File: src/hdl/adc_serial_frame_map.vh
// constants for the serial frame interface of the sampling converter
// assumes inclusion by the interface design file only
`ifndef ADC_SERIAL_FRAME_MAP_VH
`define ADC_SERIAL_FRAME_MAP_VH
`define FRAME_BITS 5'd16
`define CMD_MSB 15
`define CMD_LSB 12
`define CMD_BITS 4
`define CFG_MSB 11
`define CFG_BITS 12
`define RES_BITS 14
`define CFG_RESET 12'h000
`define CFG_HW_DEFAULT 12'h800
`define CMD_WRITE_CFG 4'hA
`define CMD_FIFO_READ 4'hE
`define CMD_HW_DEFAULT 4'hF
`define CMD_POWER_DOWN 4'h8
`define CMD_TEST_RSVD 4'h9
`define CFG_TWOS_BIT 7
`define CFG_SCLK_CONV_BIT 4
`define CFG_FIFO_BIT 2
`define TWOS_FLIP 14'h2000
`define PAD_BITS 2'h0
`define CONV_CYCLES 8'd40
`define SAMPLE_CYCLES 8'd20
`define FIFO_DEPTH 16
`define FIFO_AW 4
`endif

File: src/hdl/result_fifo.v
// parameterised result buffer, registered read data
// assumes one clock domain; flush is synchronous
`timescale 1ns/1ns
module result_fifo #(
  parameter WIDTH = 14,
  parameter DEPTH = 16,
  parameter AW = 4
) (
  input wire clk,
  input wire rst,
  input wire flush,
  input wire in_valid,
  output wire in_ready,
  input wire [WIDTH-1:0] in_data,
  output reg out_valid,
  input wire out_ready,
  output reg [WIDTH-1:0] out_data
);
  reg [WIDTH-1:0] mem [0:DEPTH-1];
  reg [AW:0] wr_r;
  reg [AW:0] rd_r;
  wire [AW:0] used = wr_r - rd_r;
  wire empty = (used == {(AW+1){1'b0}});
  wire pop = (~out_valid | out_ready) & ~empty;
  wire [31:0] used_w = {{(31-AW){1'b0}}, used};
  assign in_ready = (used_w != DEPTH) & ~flush;
  wire push = in_valid & in_ready;
  always @(posedge clk) begin
    if (push) begin
      mem[wr_r[AW-1:0]] <= in_data;
    end
  end
  always @(posedge clk or posedge rst) begin
    if (rst) begin
      wr_r <= {(AW+1){1'b0}};
      rd_r <= {(AW+1){1'b0}};
      out_valid <= 1'b0;
      out_data <= {WIDTH{1'b0}};
    end else if (flush) begin
      wr_r <= {(AW+1){1'b0}};
      rd_r <= {(AW+1){1'b0}};
      out_valid <= 1'b0;
    end else begin
      if (push) begin
        wr_r <= wr_r + 1'b1;
      end
      if (pop) begin
        out_data <= mem[rd_r[AW-1:0]];
        rd_r <= rd_r + 1'b1;
        out_valid <= 1'b1;
      end else if (out_ready) begin
        out_valid <= 1'b0;
      end
    end
  end
endmodule

File: src/hdl/adc_serial_frame_interface.v
// serial host interface and frame control of a 14-bit sampling converter
// assumes host drives SCLK/CS_N/FS/SERIAL_DATA_IN asynchronously; CLK is much faster than SCLK
`timescale 1ns/1ns
`include "adc_serial_frame_map.vh"
////////////////////////////////////////////////////////////////////////////////
// Functional notes
// [RULE_01] input frame: 4-bit command on top, 12-bit config or zeros below
// [RULE_02] output frame: 14-bit result in top bits, two low bits don't care
// [RULE_03] straight binary: low ref 0000h, half 2000h, full-1 3FFFh
// [RULE_04] twos complement: low ref 2000h, mid 0000h, full-1 1FFFh
// [RULE_05] after reset end-of-conversion output high, input register all zeros
// [RULE_06] host initialises first and discards first result after power-on
// [RULE_07] two full cycles with data-in high after power-on enter default mode
// [RULE_08] default mode loads configuration 800h
// [RULE_09] host sends A000h then a configuration write for programmed mode
// [RULE_10] cycle: command decode, then sampling and conversion, ends after conversion
// [RULE_11] chip select falling with frame sync high starts frame, clears counter
// [RULE_12] chip select high: output tri-stated, input ignored, no shifting
// [RULE_13] output MSB shown before first falling clock; input MSB caught there
// [RULE_14] host ties frame sync high in chip-select mode
// [RULE_15] frame sync low at select: rising frame sync starts frame instead
// [RULE_16] host may hold chip select low with a single converter
// [RULE_17] shift out on rising clock, capture on falling clock
// [RULE_18] counter at sixteen tri-states the serial output
// [RULE_19] output word: previous result in one-shot, FIFO top when FIFO used
// [RULE_20] conversion may be timed by host serial clock when configured
// [RULE_21] active-low start input triggers conversion; end-of-conversion output
// [RULE_22] first four clocks: command shifted in while top output bits go out
// [RULE_23] command 1010b writes low 12 bits to config and resets FIFO
// [RULE_24] command 1110b presents FIFO contents on output
// [RULE_25] command 1111b enters default mode, config 800h
module adc_serial_frame_interface (
  input wire CLK,
  input wire SYS_RST,
  input wire SCLK,
  input wire CS_N,
  input wire FRAME_SYNC,
  input wire SERIAL_DATA_IN,
  input wire CONVERSION_START_N,
  input wire [13:0] SAMPLE_CODE,
  input wire SAMPLE_VALID,
  output reg SERIAL_DATA_OUT,
  output reg SERIAL_DATA_OUT_OE,
  output reg EOC_INT,
  output reg [11:0] CONFIGURATION_REGISTER,
  output reg HW_DEFAULT_MODE,
  output reg SAMPLING,
  output reg CONVERTING,
  output reg FIFO_OVERFLOW,
  output reg POWER_DOWN
);
  ////////////////////////////////////////////////////////////////////////////////
  // input synchronisers: two flops, first read only by second
  reg [4:0] s1_r;
  reg [4:0] s2_r;
  reg sclk_d_r;
  reg cs_d_r;
  reg fs_d_r;
  always @(posedge CLK or posedge SYS_RST) begin
    if (SYS_RST) begin
      // host clock idles low; a high reset value would fake a falling edge
      s1_r <= 5'h0F;
      s2_r <= 5'h0F;
      sclk_d_r <= 1'b0;
      cs_d_r <= 1'b1;
      fs_d_r <= 1'b1;
    end else begin
      s1_r <= {SCLK, CS_N, FRAME_SYNC, SERIAL_DATA_IN, CONVERSION_START_N};
      s2_r <= s1_r;
      sclk_d_r <= s2_r[4];
      cs_d_r <= s2_r[3];
      fs_d_r <= s2_r[2];
    end
  end
  wire sclk_s = s2_r[4];
  wire cs_s = s2_r[3];
  wire fs_s = s2_r[2];
  wire sdi_s = s2_r[1];
  wire conversion_start_n_s = s2_r[0];
  wire sclk_rise = sclk_s & ~sclk_d_r;
  wire sclk_fall = ~sclk_s & sclk_d_r;
  wire cs_fall = ~cs_s & cs_d_r;
  wire fs_rise = fs_s & ~fs_d_r;
  ////////////////////////////////////////////////////////////////////////////////
  // frame state
  localparam ST_IDLE = 2'b00;
  localparam ST_ARMED = 2'b01;
  localparam ST_SHIFT = 2'b10;
  localparam ST_DONE = 2'b11;
  localparam CV_IDLE = 2'b00;
  localparam CV_SAMPLE = 2'b01;
  localparam CV_CONV = 2'b10;
  function is_select;
    input [3:0] c;
    begin
      is_select = (c[3] == 1'b0) | (c == 4'hB) | (c == 4'hC) | (c == 4'hD);
    end
  endfunction
  function [13:0] fmt_code;
    input [13:0] raw;
    input twos;
    begin
      fmt_code = twos ? (raw ^ `TWOS_FLIP) : raw; // [RULE_03] [RULE_04]
    end
  endfunction
  reg [1:0] st_r;
  reg [1:0] st_nxt;
  reg [4:0] bitcnt_r;
  reg [15:0] in_r;
  reg [15:0] out_r;
  reg [3:0] cmd_r;
  reg [1:0] boot_r;
  reg [13:0] last_r;
  reg [1:0] cv_r;
  reg [7:0] cvcnt_r;
  reg conversion_start_n_d_r;
  reg pop_r;
  wire f_valid;
  wire [13:0] f_data;
  wire f_in_ready;
  wire use_fifo = CONFIGURATION_REGISTER[`CFG_FIFO_BIT];
  wire [13:0] word_src = (use_fifo & f_valid) ? f_data : last_r; // [RULE_19]
  wire start = ((st_r == ST_IDLE) & cs_fall & fs_s) | (((st_r == ST_ARMED) | (st_r == ST_DONE)) & fs_rise); // [RULE_11] [RULE_15]
  wire [15:0] in_shift = {in_r[14:0], sdi_s};
  wire last_bit = (st_r == ST_SHIFT) & sclk_fall & (bitcnt_r == `FRAME_BITS - 5'd1);
  always @* begin
    st_nxt = st_r;
    case (st_r)
      ST_IDLE: begin
        if (cs_fall) begin
          st_nxt = fs_s ? ST_SHIFT : ST_ARMED; // [RULE_15]
        end
      end
      ST_ARMED: begin
        if (fs_rise) begin
          st_nxt = ST_SHIFT;
        end
      end
      ST_SHIFT: begin
        if (last_bit) begin
          st_nxt = ST_DONE; // [RULE_18]
        end
      end
      ST_DONE: begin
        if (fs_rise) begin
          st_nxt = ST_SHIFT;
        end
      end
      default: begin
        st_nxt = ST_IDLE;
      end
    endcase
    if (cs_s) begin
      st_nxt = ST_IDLE; // [RULE_12]
    end
  end
  ////////////////////////////////////////////////////////////////////////////////
  // serial shifter and command decode
  always @(posedge CLK or posedge SYS_RST) begin
    if (SYS_RST) begin
      st_r <= ST_IDLE;
      bitcnt_r <= 5'h00;
      in_r <= 16'h0000; // [RULE_05]
      out_r <= 16'h0000;
      cmd_r <= 4'h0;
      boot_r <= 2'h0;
      CONFIGURATION_REGISTER <= `CFG_RESET;
      HW_DEFAULT_MODE <= 1'b0;
      POWER_DOWN <= 1'b0;
      SERIAL_DATA_OUT <= 1'b0;
      SERIAL_DATA_OUT_OE <= 1'b0;
      pop_r <= 1'b0;
    end else begin
      st_r <= st_nxt;
      pop_r <= 1'b0;
      if (cs_s) begin
        SERIAL_DATA_OUT_OE <= 1'b0; // [RULE_12]
      end else if (start) begin
        bitcnt_r <= 5'h00; // [RULE_11]
        out_r <= {word_src, `PAD_BITS}; // [RULE_02]
        SERIAL_DATA_OUT <= word_src[13]; // [RULE_13]
        SERIAL_DATA_OUT_OE <= 1'b1;
        pop_r <= use_fifo & f_valid;
      end else if (st_r == ST_SHIFT) begin
        if (sclk_fall) begin
          in_r <= in_shift; // [RULE_17]
          bitcnt_r <= bitcnt_r + 5'd1;
          if (bitcnt_r == 5'd3) begin
            cmd_r <= in_shift[3:0]; // [RULE_22] [RULE_01]
            if (in_shift[3:0] == `CMD_POWER_DOWN) begin
              POWER_DOWN <= 1'b1;
            end else if (in_shift[3:0] != `CMD_TEST_RSVD) begin
              POWER_DOWN <= 1'b0;
            end
          end
          if (last_bit) begin
            SERIAL_DATA_OUT_OE <= 1'b0; // [RULE_18]
            if (in_shift[`CMD_MSB:`CMD_LSB] == `CMD_WRITE_CFG) begin
              CONFIGURATION_REGISTER <= in_shift[`CFG_MSB:0]; // [RULE_23]
              HW_DEFAULT_MODE <= 1'b0;
            end else if (in_shift[`CMD_MSB:`CMD_LSB] == `CMD_HW_DEFAULT) begin
              CONFIGURATION_REGISTER <= `CFG_HW_DEFAULT; // [RULE_25] [RULE_08]
              if (boot_r == 2'h1 || boot_r == 2'h2) begin
                HW_DEFAULT_MODE <= 1'b1; // [RULE_07]
              end
              HW_DEFAULT_MODE <= (boot_r != 2'h0) | HW_DEFAULT_MODE;
            end
            if (boot_r != 2'h2) begin
              boot_r <= (in_shift == 16'hFFFF) ? boot_r + 2'h1 : 2'h2; // [RULE_07]
            end
          end
        end else if (sclk_rise && bitcnt_r != 5'h00) begin
          out_r <= {out_r[14:0], 1'b0};
          SERIAL_DATA_OUT <= out_r[14]; // [RULE_17]
        end
      end
    end
  end
  ////////////////////////////////////////////////////////////////////////////////
  // sampling / conversion sequencer, crude model of the analog timing
  wire twos = CONFIGURATION_REGISTER[`CFG_TWOS_BIT];
  wire sclk_conv = CONFIGURATION_REGISTER[`CFG_SCLK_CONV_BIT];
  wire conv_tick = sclk_conv ? sclk_rise : 1'b1; // [RULE_20]
  wire cmd_start = last_bit & is_select(cmd_r); // [RULE_10]
  wire hw_start = ~conversion_start_n_s & conversion_start_n_d_r; // [RULE_21]
  wire res_push = (cv_r == CV_CONV) & conv_tick & (cvcnt_r == 8'd0);
  wire flush = last_bit & (cmd_r == `CMD_WRITE_CFG); // [RULE_23]
  always @(posedge CLK or posedge SYS_RST) begin
    if (SYS_RST) begin
      cv_r <= CV_IDLE;
      cvcnt_r <= 8'h00;
      conversion_start_n_d_r <= 1'b1;
      EOC_INT <= 1'b1; // [RULE_05]
      SAMPLING <= 1'b0;
      CONVERTING <= 1'b0;
      last_r <= 14'h0000;
      FIFO_OVERFLOW <= 1'b0;
    end else begin
      conversion_start_n_d_r <= conversion_start_n_s;
      // clear first so a same-cycle overflow still sets the flag
      if (flush) begin
        FIFO_OVERFLOW <= 1'b0;
      end
      case (cv_r)
        CV_IDLE: begin
          if (cmd_start | hw_start) begin
            cv_r <= CV_SAMPLE;
            cvcnt_r <= `SAMPLE_CYCLES;
            SAMPLING <= 1'b1;
            EOC_INT <= 1'b0;
          end
        end
        CV_SAMPLE: begin
          if (cvcnt_r != 8'd0) begin
            cvcnt_r <= cvcnt_r - 8'd1;
          end else if (conversion_start_n_s) begin
            cv_r <= CV_CONV; // extended sampling holds while start is low
            cvcnt_r <= `CONV_CYCLES;
            SAMPLING <= 1'b0;
            CONVERTING <= 1'b1;
          end
        end
        CV_CONV: begin
          if (conv_tick) begin
            if (cvcnt_r != 8'd0) begin
              cvcnt_r <= cvcnt_r - 8'd1;
            end else begin
              cv_r <= CV_IDLE; // [RULE_10]
              CONVERTING <= 1'b0;
              EOC_INT <= 1'b1; // [RULE_21]
              if (SAMPLE_VALID) begin
                last_r <= fmt_code(SAMPLE_CODE, twos);
              end
              if (use_fifo & ~f_in_ready) begin
                FIFO_OVERFLOW <= 1'b1;
              end
            end
          end
        end
        default: begin
          cv_r <= CV_IDLE;
        end
      endcase
    end
  end
  ////////////////////////////////////////////////////////////////////////////////
  // result FIFO, back-pressure shows as overflow flag when the host never reads
  result_fifo #(
    .WIDTH(`RES_BITS),
    .DEPTH(`FIFO_DEPTH),
    .AW(`FIFO_AW)
  ) u_fifo (
    .clk(CLK),
    .rst(SYS_RST),
    .flush(flush),
    .in_valid(res_push & use_fifo & SAMPLE_VALID),
    .in_ready(f_in_ready),
    .in_data(fmt_code(SAMPLE_CODE, twos)),
    .out_valid(f_valid),
    .out_ready(pop_r), // [RULE_24]
    .out_data(f_data)
  );
endmodule

File: config.mk
export PLATFORM = sky130hd
export DESIGN_NAME = adc_serial_frame_interface
export DESIGN_NICKNAME = d
export VERILOG_FILES = /design/src/hdl/result_fifo.v /design/src/hdl/adc_serial_frame_interface.v
export VERILOG_INCLUDE_DIRS = /design/src /design/src/hdl
export SDC_FILE = /design/constraint.sdc
export NUM_CORES = 1
export LEC_CHECK = 0
export BUFFER_PORTS_ARGS = -buffer_cell sky130_fd_sc_hd__buf_2
export CORE_AREA = 2 2 173 175
export DETAILED_ROUTE_END_ITERATION = 10
export DIE_AREA = 0 0 175 177
export PLACE_DENSITY = 0.69
export RECOVER_POWER = 100
export REMOVE_ABC_BUFFERS = 1
export SYNTH_ARGS = -nofsm -noshare
export SYNTH_HDL_FRONTEND = slang
export SYNTH_SLANG_ARGS = --single-unit
File: constraint.sdc
create_clock -name CLK -period 6.6 [get_ports CLK]
set_input_delay 0.66 -clock CLK [delete_from_list [all_inputs] [get_ports CLK]]
set_output_delay 0.66 -clock CLK [all_outputs]
set_load 0.01 [all_outputs]
==> qor.yml <==
yosys:
  netlist_top_cells_area: "edfxtp_1 (47%), dfrtp_1 (20%), mux4_2 (8.8%)"
  synth_area_leader_cell: "edfxtp_1"
  synth_edf_count: 224
  synth_area_sq_um: 14400
  postSynth.asyncResetShare: 0.358
  ys_ff_latch: 349
  synth_cells: 939
  synth_cell_types: 60
  synth_ff_type: "edfxtp_1"
  synth_top_area_share: 0.467
  ys_seq_area_frac: 0.685
  synth.avg_cell_area_sq_um: 15.3
  synth_warnings: 0
clock_tree:
  cts.sinks: 349
  insertion_delay_ns: 0.52
  postCtsResizedCells: 0
  ctsHoldBuffers: 0
  cts.path.max_buffers: 3
  htreeDepth: 2
  clk_pin_slew_worst_paths_ns: 0.06
  root_buffer: "clkbuf_16"
  cts_tree: "built"
  cts-buffers-inserted: 37
  cts_setup_buffers: 0
floorplan:
  start_util: 0.492
  io_pins: 42
  dieWidth_um: 175
  core.rowCount: 63
  dieArea_sq_um: 31000
  chipHeight_um: 177
  coreArea_sq_um: 29200
final_layout:
  diodes: 0
  multi_input_area_sq_um: 4220
  fin_cells: 1400
  final_nets: 1023
  drive_above_1_share: 0.193
  n_fill_cell: 2274
  syn_to_final_growth_pct: 11.9
  register_area_sq_um: 9880
timing:
  hold_violations: 0
  min_period_over_period: 0.711
  rsz0062_at_grt: "false"
  skew_ns: 0.0147
  fin_crit_ns: 4.70
  fmax_ghz: 0.213
  slew_headroom: -1.13
  drv_slew: 190
  fin_setup_tns_ns: 0
  tightest_slew_ns: 3.16
  setup_viol: 0
outcome:
  violations: "capacitance limit, slew limit"
  status: "finished with violations"
grt:
  grtUsageTotal: 0.209
  grt_pass1_vias: 8287
  grt_pass1_wl_mm: 49.2
  grt_remaining_overflow: 0
  grt_max_degree: 80
  antenna_found_initial: 0
placement:
  place_congestion: 0.874
  dpl.cell_count: 1333
  hpwl_mm: 20.0
  io_buffers: 41
route:
  drt_first_pass_iters: 5
  drt_wl_total_mm: 30.9
  drt_iter0_drc: 824
  drc_errors: 0
  post_drt_wl_per_cell_um: 22.1
  final_antenna_net_count: 0
  num_vias: 8238
  vias_per_cell: 5.88
power:
  seq_power_share: 0.503
  p_clk_frac: 0.409
  ir_worst_vdd_mv: 0.182
  netSwitchingPower_mw: 1.18
  swShare: 0.235
  p_leak_nw: 5.85
  pwr_density_cell_nw_per_um2: 311
  p_comb_frac: 0.088
  internal-power_mw: 3.84
worst_setup_path:
  start_kind: "flop"
  critPathCaptureType: "flop"
  crit_arrival_ns: 4.84
  worstPathRequired_ns: 6.74
  crit_type: "reg -> reg"
  critPathMaxFanout: 16
hold_path:
  hold_class: "in -> reg"
run:
  maxCapViolations: 5
==> path summary, 6_finish.rpt <==
path	to	slack [ns]	cells past startpoint	start
setup / recovery	u_fifo.mem[13][13]	1.90	8	cvcnt_r[0]
hold / removal	s1_r[1]	0.23	1	SERIAL_DATA_IN
setup reg to reg	u_fifo.mem[13][13]	1.90	8	cvcnt_r[0]
hold reg to reg	s2_r[4]	0.35	0	s1_r[4]
max in group asynchronous	u_fifo.rd_r[0]	3.04	3	SYS_RST
min in group asynchronous	out_r[5]	0.70	2	SYS_RST
==> cells in the final DEF, fill, tap and decap left out, types with 4 or more instances in the layout <==
master      count
edfxtp_1      224
dfrtp_1       110
nand2_1       100
mux4_2         56
a21oi_1        51
mux2_2         47
clkbuf_1       44
clkbuf_16      37
o21ai_0        34
and3_1         29
nor2_1         26
nand3_1        25
inv_1          22
ha_1           19
a31oi_1        16
a22o_1         14
nand4_1         9
buf_2           9
dfstp_2         8
nor3_1          8
xnor2_1         6
nand2b_1        6
o31ai_1         6
clkinvlp_4      6
nor2b_1         5
o211ai_1        5
xor2_1          5
or3_1           5
or2_2           4
and4_1          4
bufinv_16       4
clkinv_2        4
dfstp_1         4
buf_4           4
==> cell families (layout without fill, tap and decap cells) <==
family,Yosys count,after routing,synth area share
muxes,104,104,0.125
DFF,349,349,0.685
xor gates and xnor gates,11,11,0.00669
adders and majority gates,19,19,0.0165
and+or+nand+nor,237,237,0.0817
buffers and inverters,70,141,0.0189
AOI/OAI and AO/OA,149,149,0.0659
==> registers in the layout, indices dropped and copies added (netlist names), 2 cells and up <==
signal / flops
u_fifo.out_data: 14
in_r: 15
u_fifo.rd_r: 5
out_r: 13
st_r: 2
s1_r: 5
cv_r: 2
last_r: 14
CONFIGURATION_REGISTER: 12
u_fifo.wr_r: 5
bitcnt_r: 5
u_fifo.mem: 224
cvcnt_r: 8
boot_r: 2
cmd_r: 4
s2_r: 5
==> layer usage <==
metal | vias to the layer above | global-route usage | routed length [um]
met5 | - | 0 | 0
met4 | 0 | 0.0660 | 886
li1 | 3684 | - | -
met1 | 4189 | 0.315 | 13900
met2 | 312 | 0.313 | 14000
met3 | 53 | 0.0363 | 2140
==> synth_stat cells (3+ instances only) <==
master and instances:
nor2b_1 5, xor2_1 5, o22ai_1 3, a22o_1 14, or4_1 3, edfxtp_1 224, dfrtp_1 113, a31oi_1 16
o21ai_0 33, o211ai_1 5, or2_2 4, clkbuf_1 36, o31ai_1 6, a21oi_1 51, nand2_1 99, dfstp_2 12
nand2b_1 6, nand3_1 25, nor3_1 8, and4_1 4, or3_1 5, mux2_2 47, ha_1 19, o22a_1 3
and3_1 29, xnor2_1 6, inv_1 23, nor2_1 26, buf_2 7, nand4_1 9, mux4_2 56
==> critical path, stage by stage, from the launching register on <==
cell and delay [ns]:
dfrtp_1 0.41, inv_1 0.07, ha_1 0.20, or4b_1 0.54
a2111oi_0 0.44, clkbuf_1 0.76, nand2_1 0.28, nor3_2 0.83
and3_1 0.77
==> final cells by class <==
type,count,area share
clock inverters,21,0.0156
flip-flops and latches,349,0.613
repair buffers,50,0.0134
inverters,24,0.00567
well taps,390,0.0303
clock buffers,46,0.0602
multi-input cells,520,0.262
==> per-stage QoR <==
step                      utilization  power [mW]  instance area (sq um)  hold WS, ns  setup WS [ns]
final                           0.551        5.01                  16100        0.231           1.90
after CTS                       0.555        5.06                  16200        0.214           2.09
after floorplan                     -        2.87                  14200        0.331           1.72
after global placement          0.513        3.00                  15000        0.334           2.20
after global routing            0.551        5.22                  16100        0.216           1.58
after detailed placement        0.513        3.01                  15000        0.336           2.12
==> power by group through the flow <==
stage / Combinational (mW) / Sequential [mW] / Clock (mW)
detailed placement: 0.453 / 2.56 / 0
floorplan: 0.326 / 2.55 / 0
CTS: 0.454 / 2.52 / 2.09
global route: 0.505 / 2.54 / 2.18
global placement: 0.443 / 2.56 / 0
finish: 0.439 / 2.52 / 2.05
No activity file was read; power rests on OpenSTA's default activity.
